--- config.mk ---
export PLATFORM = sky130hd
export DESIGN_NAME = clock_path_ctrl
export DESIGN_NICKNAME = d
export VERILOG_FILES = /design/src/design/clkpath_pkg.sv /design/src/design/sysref_align.sv /design/src/design/clock_path_ctrl.sv
export SDC_FILE = /design/constraint.sdc
export NUM_CORES = 1
export LEC_CHECK = 0
export ABC_CLOCK_PERIOD_IN_PS = 7400
export BUFFER_PORTS_ARGS = -buffer_cell sky130_fd_sc_hd__buf_2
export CORE_MARGIN = 8
export CORE_UTILIZATION = 45
export DETAILED_ROUTE_END_ITERATION = 10
export GPL_ROUTABILITY_DRIVEN = 0
export PLACE_DENSITY_LB_ADDON = 0.1
export SLEW_MARGIN = 30
export SYNTH_ARGS = -nofsm -noshare
export SYNTH_HDL_FRONTEND = slang
export SYNTH_SLANG_ARGS = --single-unit
--- constraint.sdc ---
create_clock -name clk -period 7.4 [get_ports clk]
set_input_delay 0 -clock clk [delete_from_list [all_inputs] [get_ports clk]]
set_output_delay 0 -clock clk [all_outputs]
set_load 0.005 [all_outputs]
--- src/design/clkpath_pkg.sv ---
package clkpath_pkg;

  // register indices; each register is one aligned word, byte address = index * 4
  localparam logic [11:0] ALIGN_CTRL_IDX    = 12'h10a;  // divider sysref align control index
  localparam logic [11:0] DELAY_MODE_IDX    = 12'h110;  // sample clock delay mode index
  localparam logic [11:0] SFINE_STEP_IDX    = 12'h111;  // super-fine step count index
  localparam logic [11:0] FINE_STEP_IDX     = 12'h112;  // fine step count index
  localparam logic [11:0] PHASE_OFS_IDX     = 12'h109;  // divider phase offset index
  localparam logic [13:0] ALIGN_CTRL_ADDR   = {ALIGN_CTRL_IDX, 2'b00};
  localparam logic [13:0] DELAY_MODE_ADDR   = {DELAY_MODE_IDX, 2'b00};
  localparam logic [13:0] SFINE_STEP_ADDR   = {SFINE_STEP_IDX, 2'b00};
  localparam logic [13:0] FINE_STEP_ADDR    = {FINE_STEP_IDX, 2'b00};
  localparam logic [13:0] PHASE_OFS_ADDR    = {PHASE_OFS_IDX, 2'b00};

  // field positions
  localparam int AUTOPHASE_BIT = 7;  // autophase enable
  localparam int NEG_WIN_LSB   = 2;  // negative skew window [3:2]
  localparam int POS_WIN_LSB   = 0;  // positive skew window [1:0]

  // reset values
  localparam logic [7:0] ALIGN_CTRL_RST = 8'h00;
  localparam logic [7:0] DELAY_MODE_RST = 8'h00;
  localparam logic [7:0] SFINE_STEP_RST = 8'h00;
  localparam logic [7:0] FINE_STEP_RST  = 8'hc0;
  localparam logic [3:0] PHASE_OFS_RST  = 4'h0;

  // writable masks
  localparam logic [7:0] ALIGN_CTRL_WMASK = 8'h8f;
  localparam logic [7:0] DELAY_MODE_WMASK = 8'h07;

  // step limits and sizes in femtoseconds
  localparam logic [7:0] FINE_LIMITED_MAX = 8'h10;  // 16 steps
  localparam logic [7:0] FINE_FULL_MAX    = 8'hc0;  // 192 steps
  localparam logic [7:0] SFINE_FULL_MAX   = 8'h80;  // 128 steps
  localparam int FINE_STEP_FS  = 1725;  // 1.725 ps
  localparam int SFINE_STEP_FS = 250;   // 0.25 ps

  // delay modes
  typedef enum logic [2:0] {
    DLY_NONE      = 3'h0,
    DLY_RSVD      = 3'h1,
    DLY_FINE_LIM  = 3'h2,
    DLY_FINE_LOWJ = 3'h3,
    DLY_FINE_FULL = 3'h4,
    DLY_FINE_ALT  = 3'h5,
    DLY_FINE_SUP  = 3'h6,
    DLY_RSVD7     = 3'h7
  } delay_mode_t;

  // clock path settings carried to the analog side
  typedef struct packed {
    logic        fineEn;      // fine delay line active
    logic        lowJitter;   // lowest-jitter fine configuration
    logic        superEn;     // super-fine delay active
    logic [7:0]  fineSteps;   // applied fine steps
    logic [7:0]  superSteps;  // applied super-fine steps
    logic [18:0] delayFs;     // total applied delay in fs
  } delay_ctrl_t;

  // divider phase state
  typedef struct packed {
    logic        invert;      // half-cycle part (invert clock)
    logic [2:0]  wholeCycles; // whole input cycles of delay
    logic [3:0]  halfCycles;  // total delay in half cycles
  } phase_ctrl_t;

endpackage : clkpath_pkg

--- src/design/sysref_align.sv ---
`timescale 1ns/1ps
// sysref realignment of the divider phase with skew windows
module sysref_align
  import clkpath_pkg::*;
(
  // clock and reset
  input  wire logic       clk,
  input  wire logic       rstn,
  // settings
  input  wire logic       autoEn,
  input  wire logic [1:0] negWin,
  input  wire logic [1:0] posWin,
  input  wire logic [3:0] phaseCode,
  // synchronised sysref level
  input  wire logic       sysrefLvl,
  // results
  output logic            alignPulse,
  output logic [3:0]      phaseNow
);

  logic       sysrefPrev;  // previous sysref sample
  logic [3:0] phaseCnt;    // divider phase counter in half cycles

  // rising sysref edge detection
  always_ff @(posedge clk or negedge rstn)
  begin
    if (!rstn)
      sysrefPrev <= 1'b0;
    else
      sysrefPrev <= sysrefLvl;
  end

  // divider phase runs freely; sysref snaps it to the code when it lies outside the window
  always_ff @(posedge clk or negedge rstn)
  begin
    if (!rstn)
    begin
      phaseCnt   <= 4'h0;
      alignPulse <= 1'b0;
    end
    else
    begin
      alignPulse <= 1'b0;
      phaseCnt   <= phaseCnt + 4'h2;
      if (autoEn && sysrefLvl && !sysrefPrev)
      begin
        // realign only when the current phase lies outside the tolerated window
        if (!inWindow(phaseCnt, phaseCode, negWin, posWin))
        begin
          phaseCnt   <= phaseCode + 4'h2;
          alignPulse <= 1'b1;
        end
      end
    end
  end

  // window check in half device clocks; code 00 demands an exact hit
  function automatic logic inWindow(input logic [3:0] cur, input logic [3:0] tgt,
                                    input logic [1:0] neg, input logic [1:0] pos);
    logic [3:0] early;
    logic [3:0] late;
    early = tgt - cur;
    late  = cur - tgt;
    inWindow = (cur == tgt) || (early <= {2'b00, neg}) || (late <= {2'b00, pos});
  endfunction : inWindow

  assign phaseNow = phaseCnt;

endmodule : sysref_align

--- src/design/clock_path_ctrl.sv ---
`timescale 1ns/1ps
// Operation
// - codes 1000-1111 delay four to seven and half
// - codes 0000-0111 delay zero to three and half
// - autophase bit enables sysref divider realignment
// - bits 3:2 set early sysref tolerance
// - bits 1:0 set late sysref tolerance
// - mode 000 bypasses delay; 001 reserved
// - modes 010/011 fine steps 0-16 only
// - mode 100 and 101 full fine range
// - mode 110 fine plus super-fine full
// - fine step equals 1.725 ps
// - super-fine step equals 0.25 ps
module clock_path_ctrl
  import clkpath_pkg::*;
(
  // clock and reset
  input  wire logic                   clk,
  input  wire logic                   resetn,
  // apb slave
  input  wire logic                   psel,
  input  wire logic                   penable,
  input  wire logic                   pwrite,
  input  wire logic [13:0]            paddr,
  input  wire logic [31:0]            pwdata,
  input  wire logic [3:0]             pstrb,
  output logic                        pready,
  output logic [31:0]                 prdata,
  output logic                        pslverr,
  // sysref pin
  input  wire logic                   sysref,
  // clock path controls
  output clkpath_pkg::delay_ctrl_t    delayCtrl,
  output clkpath_pkg::phase_ctrl_t    phaseCtrl,
  output logic                        realignPulse
);

  logic       rstSync1;     // reset release stage one
  logic       rstn;         // synchronised reset
  logic       sysrefMeta;   // sysref stage one
  logic       sysrefSync;   // sysref stage two
  logic [7:0] alignCtrl_q;  // divider sysref align control
  logic [7:0] delayMode_q;  // delay mode select
  logic [7:0] fineStep_q;   // fine step count
  logic [7:0] sfineStep_q;  // super-fine step count
  logic [3:0] phaseOfs_q;   // divider phase offset code
  logic       alignPulse;   // realignment event
  logic [3:0] phaseNow;     // live divider phase
  logic       wrEn;         // apb write access
  logic       rdEn;         // apb read access
  logic       mapped;       // address decodes
  logic [31:0]  rdMux;      // read data selection
  delay_ctrl_t  delay_d;    // next delay controls

  // reset release through two flops
  always_ff @(posedge clk or negedge resetn)
  begin
    if (!resetn)
    begin
      rstSync1 <= 1'b0;
      rstn     <= 1'b0;
    end
    else
    begin
      rstSync1 <= 1'b1;
      rstn     <= rstSync1;
    end
  end

  // sysref pin synchroniser
  always_ff @(posedge clk or negedge rstn)
  begin
    if (!rstn)
    begin
      sysrefMeta <= 1'b0;
      sysrefSync <= 1'b0;
    end
    else
    begin
      sysrefMeta <= sysref;
      sysrefSync <= sysrefMeta;
    end
  end

  // apb decode: zero-wait access
  assign wrEn   = psel && penable && pwrite;
  assign rdEn   = psel && penable && !pwrite;
  assign mapped = (paddr == ALIGN_CTRL_ADDR) || (paddr == DELAY_MODE_ADDR) ||
                  (paddr == SFINE_STEP_ADDR) || (paddr == FINE_STEP_ADDR) ||
                  (paddr == PHASE_OFS_ADDR);

  // register writes; reserved bits masked away
  always_ff @(posedge clk or negedge rstn)
  begin
    if (!rstn)
    begin
      alignCtrl_q <= ALIGN_CTRL_RST;
      delayMode_q <= DELAY_MODE_RST;
      fineStep_q  <= FINE_STEP_RST;
      sfineStep_q <= SFINE_STEP_RST;
      phaseOfs_q  <= PHASE_OFS_RST;
    end
    else if (wrEn && pstrb[0])
    begin
      unique case (paddr)
        ALIGN_CTRL_ADDR: alignCtrl_q <= pwdata[7:0] & ALIGN_CTRL_WMASK;
        DELAY_MODE_ADDR: delayMode_q <= pwdata[7:0] & DELAY_MODE_WMASK;
        FINE_STEP_ADDR:  fineStep_q  <= pwdata[7:0];
        SFINE_STEP_ADDR: sfineStep_q <= pwdata[7:0];
        PHASE_OFS_ADDR:  phaseOfs_q  <= pwdata[3:0];
        default:         ;  // unmapped: ignored
      endcase
    end
  end

  // read mux; upper bits read zero
  always_comb
  begin
    rdMux = 32'h0000_0000;
    unique case (paddr)
      ALIGN_CTRL_ADDR: rdMux = {24'h00_0000, alignCtrl_q};
      DELAY_MODE_ADDR: rdMux = {24'h00_0000, delayMode_q};
      FINE_STEP_ADDR:  rdMux = {24'h00_0000, fineStep_q};
      SFINE_STEP_ADDR: rdMux = {24'h00_0000, sfineStep_q};
      PHASE_OFS_ADDR:  rdMux = {24'h00_0000, phaseNow, phaseOfs_q};
      default:         rdMux = 32'h0000_0000;
    endcase
  end

  // apb response registers
  always_ff @(posedge clk or negedge rstn)
  begin
    if (!rstn)
    begin
      pready  <= 1'b0;
      prdata  <= 32'h0000_0000;
      pslverr <= 1'b0;
    end
    else
    begin
      pready  <= psel && !penable;
      pslverr <= psel && !penable && !mapped;
      if (psel && !penable && !pwrite)
        prdata <= rdMux;
    end
  end

  // clamp a step count to the range a mode allows
  function automatic logic [7:0] clampSteps(input logic [7:0] steps, input logic [7:0] lim);
    clampSteps = (steps > lim) ? lim : steps;
  endfunction : clampSteps

  // delay mode decode
  always_comb
  begin
    delay_d = '0;
    unique case (delay_mode_t'(delayMode_q[2:0]))
      DLY_NONE, DLY_RSVD, DLY_RSVD7:
        delay_d = '0;
      DLY_FINE_LIM, DLY_FINE_LOWJ:
      begin
        delay_d.fineEn    = 1'b1;
        delay_d.lowJitter = (delayMode_q[2:0] == DLY_FINE_LOWJ);
        delay_d.fineSteps = clampSteps(fineStep_q, FINE_LIMITED_MAX);
      end
      DLY_FINE_FULL, DLY_FINE_ALT:
      begin
        delay_d.fineEn    = 1'b1;
        delay_d.fineSteps = clampSteps(fineStep_q, FINE_FULL_MAX);
      end
      DLY_FINE_SUP:
      begin
        delay_d.fineEn     = 1'b1;
        delay_d.superEn    = 1'b1;
        delay_d.fineSteps  = clampSteps(fineStep_q, FINE_FULL_MAX);
        delay_d.superSteps = clampSteps(sfineStep_q, SFINE_FULL_MAX);
      end
    endcase
    delay_d.delayFs = 19'(int'(delay_d.fineSteps) * FINE_STEP_FS +
                          int'(delay_d.superSteps) * SFINE_STEP_FS);
  end

  // registered delay controls
  always_ff @(posedge clk or negedge rstn)
  begin
    if (!rstn)
      delayCtrl <= '0;
    else
      delayCtrl <= delay_d;
  end

  // divider phase offset decode: half cycles, lsb inverts
  always_ff @(posedge clk or negedge rstn)
  begin
    if (!rstn)
      phaseCtrl <= '0;
    else
    begin
      phaseCtrl.halfCycles  <= phaseOfs_q;
      phaseCtrl.invert      <= phaseOfs_q[0];
      phaseCtrl.wholeCycles <= phaseOfs_q[3:1];
    end
  end

  // registered realignment event
  always_ff @(posedge clk or negedge rstn)
  begin
    if (!rstn)
      realignPulse <= 1'b0;
    else
      realignPulse <= alignPulse;
  end

  // sysref alignment engine
  sysref_align i_sysref_align (
    .clk        (clk),
    .rstn       (rstn),
    .autoEn     (alignCtrl_q[AUTOPHASE_BIT]),
    .negWin     (alignCtrl_q[NEG_WIN_LSB +: 2]),
    .posWin     (alignCtrl_q[POS_WIN_LSB +: 2]),
    .phaseCode  (phaseOfs_q),
    .sysrefLvl  (sysrefSync),
    .alignPulse (alignPulse),
    .phaseNow   (phaseNow)
  );

endmodule : clock_path_ctrl

==> run_results.csv <==
group,metric,value,unit
finish,drive_gt1_share,24.5,%
place,dp_hpwl,13.8,mm
power_and_ir_drop,clockPowerShare,47.3,%
route,wl,17.1,mm
finish,nFillCells,1518,
cts,clkTransAtPathRegs,0.07,ns
min_path,min_path_type,"reg -> async",
route,drt_first_pass_iters,4,
power_and_ir_drop,p_leak,5.05,nW
worst_setup_path,end_kind,"flip-flop",
yosys,postSynth.asyncResetShare,100,%
cts,clkSinkCount,90,
yosys,synthFlopType,"dfrtp_1",
place,portBuffers,85,
die,io_pins,137,
sta,tns,0,ns
route,drt-initial-drc-count,219,
worst_setup_path,worstPathArrival,7.53,ns
sta,period_share,98.0,%
sta,fmax,138,MHz
status,status,"complete, no violations",
route,wl_per_cell,16.0,µm
die,die_area,21400,µm²
power_and_ir_drop,internal-power,0.000799,W
cts,cts_tree,"yes",
place,place_area,8340,µm²
finish,diodes,0,
yosys,ys_warn_count,0,
yosys,yosys.cell_types.count,68,
finish,area_delta_synth_final,18.1,%
finish,instances_no_fill,1066,
grt,antenna_found_initial,0,
yosys,syn_inst,715,
worst_setup_path,timing.rr.start,"sfineStep_q[5]$_DFFE_PN0P_",
die,fp.dieH,146,µm
sta,worst_pin_slew,0.776,ns
grt,grt_usage,16.6,%
cts,numCtsBuffers,9,
cts,h-tree-depth,3,
die,row_count,47,
route,vias,5310,
route,via_per_inst,4.98,
yosys,syn_area,7630,µm²
yosys,yosysTopAreaCellShare,28.9,%
grt,grt-ovfl-total,0,
route,drtAntennaViolNets,0,
power_and_ir_drop,p_sw_share,21.3,%
yosys,ys_top_cells_by_area,"dfrtp_1, fa_1, ha_1",
power_and_ir_drop,powerDensity,113,nW/µm²
finish,fin_util,54.3,%
cts,cts_root_buf,"clkbuf_16",
power_and_ir_drop,power_frac_seq,48.8,%
finish,stdcell_area,9010,µm²
worst_setup_path,critPathLaunch,"sfineStep_q[5]$_DFFE_PN0P_",
worst_setup_path,required,7.68,ns
sta,fin_skew,0.00748,ns
sta,relSlewSlack,47.8,%
sta,finalHoldViolCount,0,
grt,first_global_vias,5693,
yosys,synth_top_area_cell,"dfrtp_1",
worst_setup_path,cp_max_fo,4,
yosys,synth.avg_cell_area,10.7,µm²
worst_setup_path,r2r.worst_path.cells,26,
sta,finalMaxSlewViolations,0,
grt,grt_max_degree,86,
power_and_ir_drop,total_power,0.00102,W
sta,min_period,7.25,ns
power_and_ir_drop,combPwrFrac,3.8,%
route,drc,0,
die,core_area,16600,µm²
run,drv_cap,0,
cts,clock_latency,0.35,ns
sta,grt_setup_unrepaired,"yes",
sta,setup_viol,0,
place,dp.cells,1033,
worst_setup_path,worst-setup-path-type,"reg -> reg",
power_and_ir_drop,vdd_drop_max,0.0991,mV
yosys,ys_seq_area_share,29.6,%
finish,multiInputGateArea,4860,µm²
finish,seq_area,2260,µm²
grt,grt_pass1_wl,28.7,mm
die,start_util,46.0,%
yosys,synth_edf_count,0,
worst_setup_path,cp-start-kind,"flip-flop",
cts,clk_path_buf_depth,2,
finish,nets,1060,
power_and_ir_drop,power.switching,0.000216,W
yosys,synth-seq-cells,90,
die,die_w,146,µm
[metal layers]
metal | track usage, % | routed length [µm] | share of wire, %
met1 | 19.3 | 7080 | 41
met2 | 30.0 | 9040 | 53
met3 | 3.49 | 692 | 4.1
met4 | 4.69 | 257 | 1.5
met5 | 0 | 0 | 0
[kinds of logic (layout without fill, tap and decap cells)]
| logic type | count (synthesis) | after routing | synth area share, % |
|---|---|---|---|
| adder cells (fa/ha/maj) | 163 | 163 | 33.0 |
| flip-flops | 90 | 90 | 29.6 |
| AND/OR/NAND/NOR | 140 | 140 | 10.7 |
| buffers and inverters | 172 | 280 | 10.4 |
| other | 2 | 25 | 0.0984 |
| multiplexers | 34 | 34 | 5.30 |
| XOR/XNOR | 31 | 31 | 3.56 |
| AO/OA/AOI/OAI | 83 | 83 | 7.35 |
[cells in the mapped netlist (4+ instances only)]
cell,instances
nand2_1,37
nand3_1,7
nor2_1,21
nand2b_1,4
nor3_1,10
nand4_1,4
fa_1,64
buf_4,29
dfrtp_1,88
or4_1,4
and3_1,6
ha_1,99
or3_1,4
mux2_4,8
inv_1,135
o21ai_1,5
xor2_1,6
and2_1,7
nor2b_1,10
a221oi_1,5
o21ai_0,19
mux2i_1,7
o21a_1,6
mux2_2,19
a31oi_1,4
a21oi_1,17
a21o_1,6
xnor2_1,25
[power by group through the flow]
stage | logic, W | registers (W) | clock network, W
after global placement | 0.0000322 | 0.000505 | 0
after global routing | 0.0000443 | 0.000496 | 0.000517
after floorplan | 0.0000219 | 0.000511 | 0
after CTS | 0.0000391 | 0.000496 | 0.000497
final | 0.0000389 | 0.000496 | 0.000481
after detailed placement | 0.0000334 | 0.000505 | 0
[worst max-delay path, stage by stage, from the launching register on]
cell     delay, ns
dfrtp_1       0.39
or4_4         0.55
o41ai_4       0.24
nand2_2       0.15
nor2_4        0.15
ha_4          0.20
inv_2         0.05
fa_1          0.43
fa_1          0.49
fa_1          0.53
inv_2         0.05
ha_4          0.23
buf_4         0.13
nor3_1        0.25
nor2_2        0.07
ha_1          0.30
fa_1          0.48
fa_1          0.50
inv_1         0.05
fa_1          0.53
inv_1         0.07
ha_4          0.28
nand4_1       0.14
a32o_2        0.31
a211o_1       0.33
o21ai_2       0.13
xor2_1        0.14
[area by class of cell]
| type | count | area share [%] |
|---|---|---|
| Clock buffer | 13 | 3.00 |
| Timing Repair Buffer | 128 | 8.73 |
| Sequential cell | 90 | 25.1 |
| Multi-Input combinational cell | 476 | 54.0 |
| Tap cell | 220 | 3.05 |
| Inverter | 136 | 5.66 |
| Clock inverter | 3 | 0.514 |
[placed cells by master (no fill, tap or decap), types with 4 or more instances in the layout]
cell type / synthesis / layout
a21oi_1: 17 / 15
nand2b_1: 4 / 4
clkbuf_16: 0 / 9
o21ai_0: 19 / 15
ha_1: 99 / 91
nand2_1: 37 / 36
mux2_2: 19 / 19
mux2_4: 8 / 8
and2_1: 7 / 7
conb_1: 2 / 25
a31oi_1: 4 / 4
buf_2: 0 / 85
nand3_1: 7 / 7
xor2_1: 6 / 6
a221oi_1: 5 / 5
and3_1: 6 / 6
o21ai_1: 5 / 6
o21a_1: 6 / 6
nand4_1: 4 / 4
inv_2: 0 / 5
xnor2_1: 25 / 23
ha_4: 0 / 7
or3_1: 4 / 4
dlygate4sd3_1: 0 / 14
dfrtp_1: 88 / 87
fa_1: 64 / 64
nor2_1: 21 / 17
nor3_1: 10 / 9
buf_4: 29 / 28
a21o_1: 6 / 6
nor2b_1: 10 / 9
inv_1: 135 / 131
mux2i_1: 7 / 7
[worst paths after layout]
check                      slack [ns]                 endpoint
min in group clk                 0.22    prdata[3]$_DFFE_PN0P_
hold / removal                   0.10    prdata[4]$_DFFE_PN0P_
setup reg to reg                 0.15  delayCtrl[17]$_DFF_PN0_
setup / recovery                 0.15  delayCtrl[17]$_DFF_PN0_
hold reg to reg                  0.10    prdata[4]$_DFFE_PN0P_
max in group asynchronous        6.35  delayCtrl[33]$_DFF_PN0_
[registers in the layout (all words and copies together), names as in the netlist, 3 cells and up]
name,flops
sfineStep_q,8
fineStep_q,8
prdata,8
phaseOfs_q,4
alignCtrl_q,5
delayCtrl,37
i_sysref_align.phaseNow,4
phaseCtrl,4
delayMode_q,3
[metrics by stage]
step                      hold slack, ns  worst slack [ns]
after floorplan                   -0.296            0.0420
after global placement            -0.215           -0.0957
after detailed placement          -0.213            -0.188
after CTS                          0.107           -0.0552
after global routing               0.112            -0.155
final                              0.104             0.146
[timing repair]
item	in CTS	in global routing
endpoints found under the hold margin	27	0
resized for setup	20	22
pin swaps	30	24
setup buffers	3	1
hold buffers	14	0
endpoints found under the setup margin	5	8
(Power assumes the default switching activity.)
